===== src/bsst_consts.svh =====
// Constants of the byte-synchronous serial transmitter: register offsets,
// command codes, reset values, CRC polynomials and queue depth.
// Assumes inclusion by bare name from the design file only.
`ifndef BSST_CONSTS_SVH
`define BSST_CONSTS_SVH

// ==========================================================================
// Register word indices (address bits 7:2) on the 32-bit bus
`define BSST_OFS_CMD      6'h00
`define BSST_OFS_MRESET   6'h01
`define BSST_OFS_MODE     6'h02
`define BSST_OFS_RXCTL    6'h03
`define BSST_OFS_TXCTL    6'h04
`define BSST_OFS_SYNCLO   6'h05
`define BSST_OFS_SYNCHI   6'h06
`define BSST_OFS_MISC     6'h07
`define BSST_OFS_EXTFIFO  6'h08
`define BSST_OFS_TXDATA   6'h09
`define BSST_OFS_STATUS   6'h0a

// ==========================================================================
// Reset values and command codes (command bits 7:6)
`define BSST_REG_RST      8'h00
`define BSST_CMD_TXCRC    2'h2
`define BSST_CMD_EOM      2'h3

// ==========================================================================
// CRC polynomials and transmit queue depth
`define BSST_POLY_CRC16   16'h8005
`define BSST_POLY_CCITT   16'h1021
`define BSST_FIFO_DEPTH   3'h4

`endif


===== src/bsst_pkg.sv =====
// Types shared by the byte-synchronous serial transmitter.
// Assumes nothing of its surroundings.
package bsst_pkg;

  // ========================================================================
  // Classic Wishbone request as one carrier
  typedef struct packed {
    logic        cyc;
    logic        stb;
    logic        we;
    logic [7:0]  adr;
    logic [3:0]  sel;
    logic [31:0] dat;
  } bsst_wb_req_t;

  // ========================================================================
  // What the shift register currently holds
  typedef enum logic [1:0] {
    BSST_IDLE,
    BSST_SYNC,
    BSST_DATA,
    BSST_CRC
  } bsst_kind_t;

endpackage


===== src/bsst_tx.sv =====
// Byte-synchronous serial transmitter with a Wishbone register file.
// Assumes a 1x transmit clock from the line partner and a classic
// Wishbone master on clk_i; the receiver lives elsewhere.
//
// How it works
// Host resets via master reset control, then programs mode first.
// Transmitter runs only with transmit control D3; receiver enable on D0.
// Mode bits 5:4 zero with length bit set sends six low sync bits.
// Mode bits 5:4 zero with length bit clear idles the 8-bit low sync.
// Mode 5:4 equal 01 with length bit clear idles 16-bit sync pair.
// Twelve-bit sync is receiver only; external sync sends six or eight.
// Mode bits 3:2 zero select sync mode; bits 5:4 pick the variant.
// Clock mode forced to 00 outside external sync; host programs 00.
// Transmit control 6:5 pick 5 to 8 bits, right justified data.
// In five-bit setting host pre-formats bytes for one to five bits.
// Mode D0 appends parity; D1 set gives even, clear gives odd.
// Transmit control D2 picks CRC-16 when set, CCITT when clear.
// Misc D7 presets CRC to all ones when set, zeros when clear.
// No automatic preset; host issues reset-CRC command while idling sync.
// CRC accumulates only when enabled; sync characters never included.
// CRC enable sampled as each character enters the shift register.
// With extended D5 clear, buffer-empty flags only a fully empty queue.
// Characters go back to back with no start or stop bits.
// Underrun with latch clear sends CRC, then sets the latch.
// Request-to-send pin drives inverse of transmit control D1.
// Auto enable on: clear-to-send high stops, low enables transmitter.
// Idle transmitter repeats sync, switching seamlessly to written data.
//
// The Wishbone register port and the address map are this design's own decisions.
`include "bsst_consts.svh"

module bsst_tx (
  // Clock and reset
  input  wire logic                  clk_i,
  input  wire logic                  rst_i,
  // Wishbone slave
  input  wire bsst_pkg::bsst_wb_req_t wb_i,
  output      logic                  wb_ack_o,
  output      logic [31:0]           wb_dat_o,
  // Serial line and modem pins
  input  wire logic                  txc_i,
  input  wire logic                  cts_n_i,
  output      logic                  txd_o,
  output      logic                  rts_n_o,
  output      logic                  rx_en_o
);
  import bsst_pkg::*;

  // ========================================================================
  // Helper functions

  // Bit count of a pre-formatted five-bit-setting byte
  function automatic logic [3:0] five_len(input logic [7:0] d);
    if (d[7:4] == 4'hf) return 4'h1;
    if (d[7:5] == 3'h7) return 4'h2;
    if (d[7:6] == 2'h3) return 4'h3;
    if (d[7]) return 4'h4;
    return 4'h5;
  endfunction

  // Data character frame: {length, value}, sent LSB first
  function automatic logic [20:0] data_frame(input logic [7:0] d,
      input logic [1:0] bpc, input logic pen, input logic peven);
    logic [3:0] n;
    logic [8:0] m;
    logic [8:0] v;
    case (bpc)
      2'h0: n = five_len(d);
      2'h1: n = 4'h7;
      2'h2: n = 4'h6;
      default: n = 4'h8;
    endcase
    m = (9'h001 << n) - 9'h001;
    v = {1'b0, d} & m;
    if (pen) begin
      v[n] = peven ? ^v : ~^v;
    end
    return {{1'b0, n} + {4'h0, pen}, 7'h00, v};
  endfunction

  // Sync frame for the selected variant: {length, value}
  function automatic logic [20:0] sync_frame(input logic [1:0] sel,
      input logic six, input logic [7:0] lo, input logic [7:0] hi);
    case (sel)
      2'h1: return {5'h10, hi, lo};
      2'h0, 2'h3: return six ? {5'h06, 10'h000, lo[5:0]}
                             : {5'h08, 8'h00, lo};
      default: return {5'h08, 8'h00, lo};
    endcase
  endfunction

  // One CRC step on a transmitted bit
  function automatic logic [15:0] crc_step(input logic [15:0] c,
      input logic b, input logic use16);
    logic [15:0] poly;
    poly = use16 ? `BSST_POLY_CRC16 : `BSST_POLY_CCITT;
    return {c[14:0], 1'b0} ^ ((c[15] ^ b) ? poly : 16'h0000);
  endfunction

  // Bit reversal so the CRC leaves MSB first from an LSB-first shifter
  function automatic logic [15:0] rev16(input logic [15:0] c);
    logic [15:0] r;
    for (int i = 0; i < 16; i++) begin
      r[i] = c[15 - i];
    end
    return r;
  endfunction

  // ========================================================================
  // Declarations
  logic [7:0]  mode, rx_ctrl, tx_ctrl, sync_lo, sync_hi, misc, ext_ctrl;
  logic        chan_rst, srst, eom;
  logic [7:0]  fifo_mem [4];
  logic [1:0]  wr_ptr, rd_ptr;
  logic [2:0]  fifo_cnt;
  logic        txc_m, txc_s, txc_d, cts_m, cts_s, fall;
  logic [15:0] sh, crc;
  logic [4:0]  cnt;
  bsst_kind_t  kind, next_kind;
  logic        crc_on, next_crc_on;
  logic        next_bit, pop, eom_set;
  logic [15:0] next_sh;
  logic [4:0]  next_cnt;
  logic [20:0] ld;
  logic        sync_mode, tx_run, tbe, all_sent;
  logic [1:0]  clk_mode;
  logic        req, wr, wr_data, push;
  logic [5:0]  idx;

  // ========================================================================
  // Bus decode
  assign req     = wb_i.cyc & wb_i.stb & ~wb_ack_o;
  assign idx     = wb_i.adr[7:2];
  assign wr      = req & wb_i.we & wb_i.sel[0];
  assign wr_data = wr & (idx == `BSST_OFS_TXDATA);
  assign push    = wr_data & (fifo_cnt != `BSST_FIFO_DEPTH);
  assign srst    = rst_i | chan_rst;

  // Acknowledge each request one cycle after it appears
  always_ff @(posedge clk_i) begin
    if (rst_i) begin
      wb_ack_o <= 1'b0;
    end else begin
      wb_ack_o <= req;
    end
  end

  // Read data; control registers are write only and read zero
  always_ff @(posedge clk_i) begin
    if (rst_i) begin
      wb_dat_o <= 32'h0000_0000;
    end else if (req && !wb_i.we && idx == `BSST_OFS_STATUS) begin
      wb_dat_o <= {21'h000000, fifo_cnt, clk_mode, tx_run, sync_mode,
                   ~cts_s, all_sent, eom, tbe};
    end else begin
      wb_dat_o <= 32'h0000_0000;
    end
  end

  // Channel or hardware reset command clears the whole channel
  always_ff @(posedge clk_i) begin
    if (rst_i) begin
      chan_rst <= 1'b0;
    end else begin
      chan_rst <= wr & (idx == `BSST_OFS_MRESET) & (|wb_i.dat[7:6]);
    end
  end

  // ========================================================================
  // Control registers
  always_ff @(posedge clk_i) begin
    if (srst) begin
      mode     <= `BSST_REG_RST;
      rx_ctrl  <= `BSST_REG_RST;
      tx_ctrl  <= `BSST_REG_RST;
      sync_lo  <= `BSST_REG_RST;
      sync_hi  <= `BSST_REG_RST;
      misc     <= `BSST_REG_RST;
      ext_ctrl <= `BSST_REG_RST;
    end else if (wr) begin
      case (idx)
        `BSST_OFS_MODE:    mode     <= wb_i.dat[7:0];
        `BSST_OFS_RXCTL:   rx_ctrl  <= wb_i.dat[7:0];
        `BSST_OFS_TXCTL:   tx_ctrl  <= wb_i.dat[7:0];
        `BSST_OFS_SYNCLO:  sync_lo  <= wb_i.dat[7:0];
        `BSST_OFS_SYNCHI:  sync_hi  <= wb_i.dat[7:0];
        `BSST_OFS_MISC:    misc     <= wb_i.dat[7:0];
        `BSST_OFS_EXTFIFO: ext_ctrl <= wb_i.dat[7:0];
        default: ;
      endcase
    end
  end

  // Modem pins; the receiver itself sits outside this block
  always_ff @(posedge clk_i) begin
    if (srst) begin
      rts_n_o <= 1'b1;
      rx_en_o <= 1'b0;
    end else begin
      rts_n_o <= ~tx_ctrl[1];
      rx_en_o <= rx_ctrl[0];
    end
  end

  // ========================================================================
  // Mode decode; clock mode only honoured in external sync, where a
  // nonzero value is a special mode this transmitter does not serve
  assign sync_mode = (mode[3:2] == 2'h0);
  assign clk_mode  = (mode[5:4] == 2'h3) ? mode[7:6] : 2'h0;
  assign tx_run    = tx_ctrl[3] & sync_mode & (clk_mode == 2'h0)
                   & ~(rx_ctrl[5] & cts_s);
  assign tbe       = ext_ctrl[5] ? (fifo_cnt != `BSST_FIFO_DEPTH)
                                 : (fifo_cnt == 3'h0);
  assign all_sent  = (fifo_cnt == 3'h0) & (kind != BSST_DATA)
                   & (kind != BSST_CRC);

  // ========================================================================
  // Line synchronisers; the first stage feeds only the second
  always_ff @(posedge clk_i) begin
    if (rst_i) begin
      txc_m <= 1'b1;
      txc_s <= 1'b1;
      txc_d <= 1'b1;
      cts_m <= 1'b1;
      cts_s <= 1'b1;
    end else begin
      txc_m <= txc_i;
      txc_s <= txc_m;
      txc_d <= txc_s;
      cts_m <= cts_n_i;
      cts_s <= cts_m;
    end
  end

  // Data changes on the falling edge so the partner samples on the rising
  assign fall = txc_d & ~txc_s;

  // ========================================================================
  // Transmit queue; a write to a full queue is dropped
  always_ff @(posedge clk_i) begin
    if (push) begin
      fifo_mem[wr_ptr] <= wb_i.dat[7:0];
    end
  end

  always_ff @(posedge clk_i) begin
    if (srst) begin
      wr_ptr   <= 2'h0;
      rd_ptr   <= 2'h0;
      fifo_cnt <= 3'h0;
    end else begin
      if (push) begin
        wr_ptr <= wr_ptr + 2'h1;
      end
      if (fall && pop) begin
        rd_ptr <= rd_ptr + 2'h1;
      end
      fifo_cnt <= fifo_cnt + {2'h0, push} - {2'h0, fall & pop};
    end
  end

  // ========================================================================
  // Next character choice; cnt holds bits still to send after the one
  // on the line, so a new character follows with no gap
  always_comb begin
    ld          = sync_frame(mode[5:4], misc[0], sync_lo, sync_hi);
    next_kind   = kind;
    next_crc_on = crc_on;
    pop         = 1'b0;
    eom_set     = 1'b0;
    if (cnt != 5'h00) begin
      ld        = {5'h00, 16'h0000};
    end else if (!tx_run) begin
      next_kind   = BSST_IDLE;
      next_crc_on = 1'b0;
      ld          = {5'h01, 16'hffff};
    end else if (fifo_cnt != 3'h0) begin
      ld = data_frame(fifo_mem[rd_ptr], tx_ctrl[6:5],
                      mode[0], mode[1]);
      pop         = 1'b1;
      next_kind   = BSST_DATA;
      next_crc_on = tx_ctrl[0];
    end else if (kind == BSST_DATA && !eom) begin
      ld          = {5'h10, rev16(crc)};
      eom_set     = 1'b1;
      next_kind   = BSST_CRC;
      next_crc_on = 1'b0;
    end else begin
      next_kind   = BSST_SYNC;
      next_crc_on = 1'b0;
    end
    if (cnt != 5'h00) begin
      next_bit = sh[0];
      next_sh  = {1'b1, sh[15:1]};
      next_cnt = cnt - 5'h01;
    end else begin
      next_bit = ld[0];
      next_sh  = {1'b1, ld[15:1]};
      next_cnt = ld[20:16] - 5'h01;
    end
  end

  // Shifter and line output, advanced on each transmit clock fall
  always_ff @(posedge clk_i) begin
    if (srst) begin
      sh     <= 16'hffff;
      cnt    <= 5'h00;
      kind   <= BSST_IDLE;
      crc_on <= 1'b0;
      txd_o  <= 1'b1;
    end else if (fall) begin
      sh     <= next_sh;
      cnt    <= next_cnt;
      kind   <= next_kind;
      crc_on <= next_crc_on;
      txd_o  <= next_bit;
    end
  end

  // CRC generator; preset by command only, never by itself
  always_ff @(posedge clk_i) begin
    if (srst) begin
      crc <= 16'h0000;
    end else if (wr && idx == `BSST_OFS_CMD
                 && wb_i.dat[7:6] == `BSST_CMD_TXCRC) begin
      crc <= misc[7] ? 16'hffff : 16'h0000;
    end else if (fall && next_kind == BSST_DATA && next_crc_on) begin
      crc <= crc_step(crc, next_bit, tx_ctrl[2]);
    end
  end

  // End-of-message latch; the hardware set wins over a clear
  always_ff @(posedge clk_i) begin
    if (srst) begin
      eom <= 1'b1;
    end else if (fall && eom_set) begin
      eom <= 1'b1;
    end else if ((wr && idx == `BSST_OFS_CMD
                  && wb_i.dat[7:6] == `BSST_CMD_EOM)
                 || (push && ext_ctrl[1])) begin
      eom <= 1'b0;
    end
  end

  // ========================================================================
  // Checks
  rts_pin_a: assert property (@(posedge clk_i) disable iff (srst)
    ##1 rts_n_o == !$past(tx_ctrl[1]))
    else $error("rts pin does not follow transmit control");

  cts_gate_a: assert property (@(posedge clk_i) disable iff (srst)
    (rx_ctrl[5] && cts_s) |-> !tx_run)
    else $error("transmitter runs while clear-to-send is high");

  tx_enable_a: assert property (@(posedge clk_i) disable iff (srst)
    (fall && cnt == 5'h00 && !tx_ctrl[3]) |=> kind == BSST_IDLE && txd_o)
    else $error("transmitter left idle while disabled");

  sync_six_a: assert property (@(posedge clk_i) disable iff (srst)
    (fall && next_kind == BSST_SYNC && cnt == 5'h00 && mode[5:4] == 2'h0
     && misc[0]) |=> cnt == 5'h05 && txd_o == $past(sync_lo[0]))
    else $error("six-bit sync length wrong");

  sync_pair_a: assert property (@(posedge clk_i) disable iff (srst)
    (fall && next_kind == BSST_SYNC && cnt == 5'h00 && mode[5:4] == 2'h1
     && !misc[0]) |=> cnt == 5'h0f)
    else $error("sixteen-bit sync length wrong");

  crc_hold_a: assert property (@(posedge clk_i) disable iff (srst)
    (fall && next_kind != BSST_DATA && !wr) |=> $stable(crc))
    else $error("crc moved outside data characters");

  eom_crc_a: assert property (@(posedge clk_i) disable iff (srst)
    (fall && eom_set) |=> eom && kind == BSST_CRC && cnt == 5'h0f)
    else $error("underrun did not start crc and set latch");

  crc_preset_a: assert property (@(posedge clk_i) disable iff (srst)
    (wr && idx == `BSST_OFS_CMD && wb_i.dat[7:6] == `BSST_CMD_TXCRC)
    |=> crc == ($past(misc[7]) ? 16'hffff : 16'h0000))
    else $error("crc preset value wrong");

  tbe_flag_a: assert property (@(posedge clk_i) disable iff (srst)
    (!ext_ctrl[5] && fifo_cnt != 3'h0) |-> !tbe)
    else $error("buffer empty flag with data queued");

endmodule


===== config.mk =====
export PLATFORM = sky130hd
export DESIGN_NAME = bsst_tx
export DESIGN_NICKNAME = d
export VERILOG_FILES = /design/src/bsst_pkg.sv /design/src/bsst_tx.sv
export VERILOG_INCLUDE_DIRS = /design/src
export SDC_FILE = /design/constraint.sdc
export NUM_CORES = 1
export LEC_CHECK = 0
export ABC_AREA = 0
export BUFFER_PORTS_ARGS = -buffer_cell sky130_fd_sc_hd__buf_4
export CORE_MARGIN = 5
export CORE_UTILIZATION = 52
export CTS_CLUSTER_DIAMETER = 40
export DETAILED_ROUTE_END_ITERATION = 7
export GPL_TIMING_DRIVEN = 1
export PLACE_DENSITY_LB_ADDON = 0.05
export RECOVER_POWER = 50
export SKIP_CTS_REPAIR_TIMING = 1
export SYNTH_ARGS = -nofsm -noshare
export SYNTH_HDL_FRONTEND = slang
export SYNTH_SLANG_ARGS = --single-unit

===== constraint.sdc =====
create_clock -name clk_i -period 3.5 [get_ports clk_i]
set_input_delay 0.7 -clock clk_i [delete_from_list [all_inputs] [get_ports clk_i]]
set_output_delay 0.7 -clock clk_i [all_outputs]
set_load 0.01 [all_outputs]

# Word level (Yosys, flattened, before mapping)
# Memories as Yosys holds them, arrays and structs flattened. A register that Yosys moved wholly into a read port is not among the register bits.
# Index checks and enable logic that the tools add are counted.
# totals
ff_bits	141
word_cells	204
n_memories	1
ram_bits	32
# op_classes
reduce_logical	37
eq_ne	24
bitwise_logic	26
add_sub_neg	8
n_mux	77
n_lt_le_gt_ge	2
shifts	1
# memory_table
name	words	width	rd	rd_ports_with_merged_regs	wr	line	source
fifo_mem	4	8	1	1	1	bsst_tx.sv:113	logic [7:0] fifo_mem [4];
# op_table
cell	n
$mux W21	4
$mux W16	5
$mux W4	11
$mux W1	42
$pmux W21 S2	1
$eq A6 B3 Y1 const B	4
$mux W20	1
$eq A6 B4 Y1 const B	3
$and A1 B1 Y1	16
$xor A16 B16 Y16	1
$mux W15	1
$eq A2 B2 Y1 const B	7
$mux W2	7
$reduce_and A2 Y1	7
$eq A6 B2 Y1 const B	2
$logic_and A1 B1 Y1	12
$pmux W4 S3	1
$sub A5 B1 Y5 const B	2
$and A8 B9 Y9	1
$bwmux W9	1
$mux W9	1
$reduce_xnor A9 Y1	1
$reduce_xor A9 Y1	1
$shl A1 B4 Y9 const A	1
27 further kinds	42

# Depth between registers and ports, before layout
# Gate-level depths: netlist (run 1).
# logic_depth
word_depth	49
mapped_depth	17
ltp_nobuf	17

# Least setup slack after synthesis (run 1)
# No wires, ideal clock.
# synth_timing
kind	register -> register
start	register with a tool-made name
end	register crc[5]
stages_incl_launch_ff	17
arrival_ps	3429
n_path_buf	1
setup_time_ps	130
setup_slack_ps	-59
required_ps	3370
cell_sequence	dfxtp_1 buf_6 mux4_2 nand4_1 a211oi_1 and3_1 inv_1 ha_1 nand2b_1 xnor2_1 xnor2_1 xnor2_2 xnor2_2 mux2i_1 nand4b_1 xor2_1 o22ai_1
# synth_lines
element	line	source
end signal, assigned	bsst_tx.sv:326	crc <= misc[7] ? 16'hffff : 16'h0000;
end signal, assigned	bsst_tx.sv:328	crc <= crc_step(crc, next_bit, tx_ctrl[2]);
end, declared	bsst_tx.sv:117	logic [15:0] sh, crc;

==> flow_summary.yaml, run 1 <==
synthesis:
  synth_compound_area_share_pct: 13.4
  yosys_warnings: 0
  syn_area_per_cell_um2: 9.34
  synth_edf_count: 32
  synth_seq_cells: 138
  yosys.area_share.simple_pct: 18.0
  synthFlopType: "dfxtp_1"
  ys_seq_area_share_pct: 46.2
  synthAdderAreaFrac_pct: 3.30
  netlist_area_um2: 6680
  synth_mux_area_share_pct: 10.5
  synth_cells: 715
  synth_top_family_by_area: "simple AND/OR/NAND/NOR gates"
  ys_async_sr_fraction_pct: 0
  yosysUniqueCellTypes: 63
  synth_xor_area_share_pct: 2.94
pwr:
  powerDensity_nw_per_um2: 442
  ir_drop_mv: 0.428
  finalPower_w: 0.00354
  p_leak_nw: 3.18
critical_path:
  path_max_fanout: 6
  r2r_slack_ns: -0.32
  rr_worst_depth: 17
  crit_end: "sh[7]"
  end_kind: "register"
  worstSetupPathType: "register to register"
  cp.arrival_ns: 4.07
  startpoint_type: "register"
  crit_required_ns: 3.76
  rr_endpoint: "sh[7]"
global_routing:
  antenna_found_initial: 0
  grt_pass1_wl_mm: 27.7
  grtUsageTotal_pct: 24.1
  grt_max_degree: 35
  grt_pass1_vias: 5269
  grt_overflow: 0
clocking:
  cts_root_buffer: "clkbuf_16"
  path_clk_slew_ns: 0.06
  cts.path.max_buffers: 2
  cts_tree: "built"
  cts_made_buffers: 17
  clk_latency_ns: 0.42
  numClockSinks: 138
  cts_htree_levels: 4
timing:
  maxSlewHeadroom_pct: 38.2
  setup_tns_ns: -2.90
  min_period_over_period_pct: 109
  slew_viol_final: 0
  holdWs_ns: 0.399
  setup_ws_ns: -0.318
  rsz0062_at_grt: "true"
  maxClockFrequency_ghz: 0.262
  skew_ns: 0.00854
  max_slew.worst_pin.slew_ns: 0.924
  period_needed_ns: 3.82
  setup_viol: 14
  finalHoldViolations: 0
die:
  rows: 41
  dieArea_um2: 15200
  dieWidth_um: 123
  pin_count: 87
  start_util_pct: 52.9
  die_h_um: 123
  core_region_area_um2: 12600
route:
  vias_per_cell: 5.64
  wl_per_cell_um: 17.9
  drc: 0
  routed_wl_mm: 17.3
  drtIter0Drc: 549
  first_pass_iters: 5
  vias: 5467
  drtAntennaViolNets: 0
cells_and_area:
  n_fill_cell: 1110
  postLayoutCellArea_um2: 8010
  fin_nets: 852
  drive_above_1_share_pct: 17.6
  syn_to_final_growth_pct: 20.0
  fin_util_pct: 63.5
  antenna_cells: 0
outcome:
  violations: "setup timing"
  status: "finished with violations"
flow_run:
  drv_cap: 0
worst_hold_path:
  holdCritPathClass: "register to register"
placed_design:
  dpl_cell_area_um2: 7330
  io_buffers: 36
  detailed_place_hpwl_mm: 12.2
  place_congestion: 0.952
## synthesized netlist by cell type (4+ instances only)
cell type | instances | area share [%]
dfxtp_1 | 106 | 32
nand2_1 | 76 | 4.3
nor2_1 | 73 | 4.1
mux2i_1 | 50 | 7.5
o21ai_0 | 47 | 3.5
a21oi_1 | 39 | 2.9
clkbuf_1 | 35 | 2.0
edfxtp_1 | 32 | 14
a31oi_1 | 23 | 2.2
buf_4 | 21 | 2.4
ha_1 | 16 | 3.0
inv_1 | 16 | 0.90
nor3_1 | 16 | 1.2
and2_1 | 15 | 1.4
nand3_1 | 14 | 1.0
nand2b_1 | 8 | 0.75
or2_2 | 8 | 0.75
xor2_1 | 8 | 1.0
a211oi_1 | 7 | 0.79
nand4_1 | 7 | 0.66
o22ai_1 | 7 | 0.66
xnor2_1 | 7 | 0.92
and3_1 | 6 | 0.56
nor2b_1 | 6 | 0.56
o211ai_1 | 5 | 0.56
o21ai_1 | 5 | 0.37
mux4_2 | 4 | 1.3
nor3b_1 | 4 | 0.45
## through the flow
stage,setup slack (ns),instances
after floorplan,0.00952,735
after detailed placement,-0.364,933
after global placement,-0.297,933
after CTS,-0.409,965
after global routing,-0.542,969
final,-0.318,969
## layout make-up
cell class	instances	area, um2	share of cell area (%)
multi-input combinational	521	3480	43.4
clock buffer	19	433	5.40
clock inverter	13	144	1.80
inverter	16	60.1	0.749
timing repair buffer	90	594	7.42
tap	172	215	2.69
sequential	138	3090	38.5
## cells in the final DEF (no fill, tap or decap), types with 4 or more instances in the layout
cell,Yosys,final
xnor2_1,7,5
and3_1,6,6
nor3_1,16,15
nor2_1,73,74
nand2b_1,8,7
clkbuf_16,0,17
nand3_1,14,14
buf_4,21,59
o211ai_1,5,5
or2_2,8,8
a31oi_1,23,21
and2_0,1,6
mux2i_1,50,48
nor2b_1,6,4
o21ai_1,5,5
clkbuf_1,35,29
edfxtp_1,32,32
o22ai_1,7,6
and2_1,15,10
xor2_1,8,8
inv_1,16,16
conb_1,1,21
nand2_1,76,76
mux4_2,4,4
dfxtp_1,106,104
nand4_1,7,7
a211oi_1,7,5
a21oi_1,39,39
ha_1,16,16
o21ai_0,47,45
## worst max-delay path, cell delays in order, from the launching register on
cell	delay [ns]
dfxtp_4	0.38
mux4_2	0.40
nand4_1	0.16
a211oi_2	0.28
and3_1	0.23
inv_1	0.06
ha_1	0.28
nand2b_4	0.17
xnor2_4	0.16
xnor2_2	0.15
xnor2_2	0.16
xnor2_2	0.28
buf_4	0.20
xnor2_4	0.10
xor2_4	0.18
buf_12	0.17
a41oi_2	0.21
o21ai_1	0.08
## report_power, final
group          switching [W]  leakage (nW)  internal (W)
registers         0.00000865          1.15       0.00164
clock network       0.000697         0.278       0.00106
logic              0.0000979          1.76     0.0000432
## registers in the layout, indices dropped and copies added, names as in the netlist, 3 cells and up, named ones only
register / count
cnt: 5
crc: 16
fifo_cnt: 3
fifo_mem: 32
mode: 8
sh: 15
sync_hi: 8
sync_lo: 8
tx_ctrl: 6
wb_dat_o: 11
## logic make-up after synthesis
logic type,after synthesis
buffers and inverters,76
AOI/OAI and AO/OA,152
and+or+nand+nor,252
other,1
xor gates and xnor gates,19
adders and majority gates,17
muxes,60
DFF,138
## how the worst min path moves through the flow
stage / startpoint / end / slack, ns / cells after the start
after detailed placement: tx_ctrl[1] / rts_n_o / 0.40 / 1
after global placement: tx_ctrl[1] / rts_n_o / 0.39 / 1
after floorplan: tx_ctrl[1] / rts_n_o / 0.36 / 1
after global routing: tx_ctrl[1] / rts_n_o / 0.42 / 1
after CTS: tx_ctrl[1] / rts_n_o / 0.41 / 1
final: tx_ctrl[1] / rts_n_o / 0.40 / 1
## layer usage
| metal | part of all wire (%) | wire length [um] | GRT usage (%) | vias to the layer above |
|---|---|---|---|---|
| met3 | 5.0 | 875 | 5.31 | 31 |
| met4 | 2.1 | 367 | 8.93 | 0 |
| met5 | 0 | 0 | 0 | - |
| li1 | - | - | - | 2627 |
| met1 | 44 | 7690 | 32.1 | 2624 |
| met2 | 48 | 8400 | 38.6 | 185 |
(Power assumes the default switching activity.)
==> run 2: changes to the inputs <==
==> constraint.sdc (replaced) <==
create_clock -name clk_i -period 3.5 [get_ports clk_i]
set_input_delay 0.525 -clock clk_i [delete_from_list [all_inputs] [get_ports clk_i]]
set_output_delay 0.525 -clock clk_i [all_outputs]
set_load 0.01 [all_outputs]
==> flow_summary.yaml, run 2 (synthesis gave the netlist of run 1 again) <==
outcome:
  status: "finished with violations"
  violations: "setup timing"
timing:
  setup_ws_ns: -0.156
  setup_viol: 12
  setup_tns_ns: -1.20
  period_needed_ns: 3.66
  slew_viol_final: 0
  min_period_over_period_pct: 104
  maxClockFrequency_ghz: 0.274
  skew_ns: 0.00963
  rsz0062_at_grt: "true"
  max_slew.worst_pin.slew_ns: 1.06
  finalHoldViolations: 0
  maxSlewHeadroom_pct: 28.5
worst_hold_path:
  min_from: "cts_n_i"
  whs_path_depth: 2
  whs_endpoint: "cts_m"
  holdCritPathClass: "input port to register"
clocking:
  cts_root_buffer: "clkbuf_16"
  cts.path.max_buffers: 2
  clk_latency_ns: 0.42
  cts_made_buffers: 17
  numClockSinks: 138
  cts_tree: "built"
  path_clk_slew_ns: 0.06
  cts_htree_levels: 4
die:
  rows: 41
  pin_count: 87
  dieWidth_um: 123
  start_util_pct: 52.9
  core_region_area_um2: 12600
  dieArea_um2: 15200
  die_h_um: 123
pwr:
  p_int_w: 0.00282
  switching_power_w: 0.000812
  powerDensity_nw_per_um2: 459
  p_leak_nw: 3.16
  ir_drop_mv: 0.473
  swShare_pct: 22.4
  clkPwrFrac_pct: 50.8
  comb_power_share_pct: 3.8
  seq_power_share_pct: 45.4
placed_design:
  dpl_cell_area_um2: 7300
  io_buffers: 36
  place_congestion: 0.877
  detailed_place_hpwl_mm: 12.1
cells_and_area:
  final_cell_mix: "104 x dfxtp_1, 76 x nand2_1, 74 x nor2_1, 58 x buf_4, 48 x mux2i_1"
  reg_top3: "fifo_mem x32, crc x16, sh x15"
  fin_nets: 847
  final_common_cell: "dfxtp_1"
  largest_reg_flops: 32
  regMostFlops: "fifo_mem"
  drive_above_1_share_pct: 16.4
  postLayoutCellArea_um2: 7920
  syn_to_final_growth_pct: 18.6
  antenna_cells: 0
flow_run:
  drv_cap: 0
global_routing:
  grt_pass1_vias: 4975
  grtUsageTotal_pct: 23.0
  grt_overflow: 0
  antenna_found_initial: 0
  grt_pass1_wl_mm: 26.8
  grt_max_degree: 46
critical_path:
  rr_endpoint: "crc[15]"
  r2r_slack_ns: -0.16
  cp.arrival_ns: 3.92
  crit_required_ns: 3.76
  worstSetupPathType: "register to register"
  startpoint_type: "register"
  end_kind: "register"
  rr_worst_depth: 16
  path_max_fanout: 7
route:
  drc: 0
  routed_wl_mm: 16.8
  drtIter0Drc: 393
  wl_per_cell_um: 17.5
  first_pass_iters: 5
  drtAntennaViolNets: 0
  vias: 5377
  vias_per_cell: 5.58
-- run 2: cell count changes in the layout (fill, tap and decap cells not counted), sizes merged --
cell / change
buf: -3
bufinv: +1
clkbuf: -3
clkinv: -4
clkinvlp: +1
inv: +3
-- run 2: area by class of cell --
cell class | count | area (um2)
fillers | 1109 | 4700
multi-input cells | 521 | 3400
flip-flops and latches | 138 | 3090
repair buffers | 85 | 544
clock buffers | 18 | 429
well taps | 172 | 215
clock inverters | 14 | 183
inverters | 16 | 60.1
-- run 2: per-stage QoR --
| step | power, W | setup slack, ns | instances | hold slack [ns] | utilization (%) |
|---|---|---|---|---|---|
| after global routing | 0.00376 | -0.325 | 964 | 0.291 | 62.7 |
| after floorplan | 0.00178 | 0.00952 | 735 | 0.358 | - |
| final | 0.00363 | -0.156 | 964 | 0.288 | 62.7 |
| after detailed placement | 0.00183 | -0.363 | 930 | 0.388 | 57.9 |
| after global placement | 0.00182 | -0.278 | 930 | 0.387 | 57.9 |
| after CTS | 0.00366 | -0.395 | 962 | 0.281 | 62.7 |
-- run 2: worst max-delay path by stage --
| stage | to | cells past startpoint | slack (ns) | from |
|---|---|---|---|---|
| after global routing | crc[15] | 16 | -0.32 | register |
| final | crc[15] | 16 | -0.16 | register |
| after floorplan | crc[5] | 16 | 0.01 | register |
| after global placement | sh[4] | 17 | -0.28 | register |
| after CTS | crc[15] | 17 | -0.40 | register |
| after detailed placement | crc[15] | 17 | -0.36 | register |
-- run 2: critical path: stages, from the launching register on --
cell and delay [ns]:
dfxtp_4 0.41, mux4_2 0.53, buf_4 0.18, a21o_1 0.18, and3_4 0.19, inv_2 0.06
ha_4 0.18, nand2b_4 0.16, xnor2_4 0.16, xnor2_2 0.15, xnor2_2 0.21, xnor2_2 0.14
buf_6 0.16, mux2i_4 0.25, nand4_1 0.24, xor2_1 0.22, o22ai_1 0.08
-- run 2: per-layer routing --
layer / routed length, um / track usage (%) / vias to the layer above
met5: 0 / 0 / -
met4: 396 / 8.65 / 0
met3: 640 / 3.80 / 30
met2: 8150 / 36.7 / 155
met1: 7660 / 31.5 / 2570
li1: - / - / 2622
-- run 2: power by group through the flow --
stage / combinational, W / clock [W] / sequential [W]
global route: 0.000151 / 0.00196 / 0.00165
CTS: 0.000143 / 0.00187 / 0.00165
floorplan: 0.0000948 / 0 / 0.00168
detailed placement: 0.000142 / 0 / 0.00168
global placement: 0.000138 / 0 / 0.00168
finish: 0.000138 / 0.00184 / 0.00165
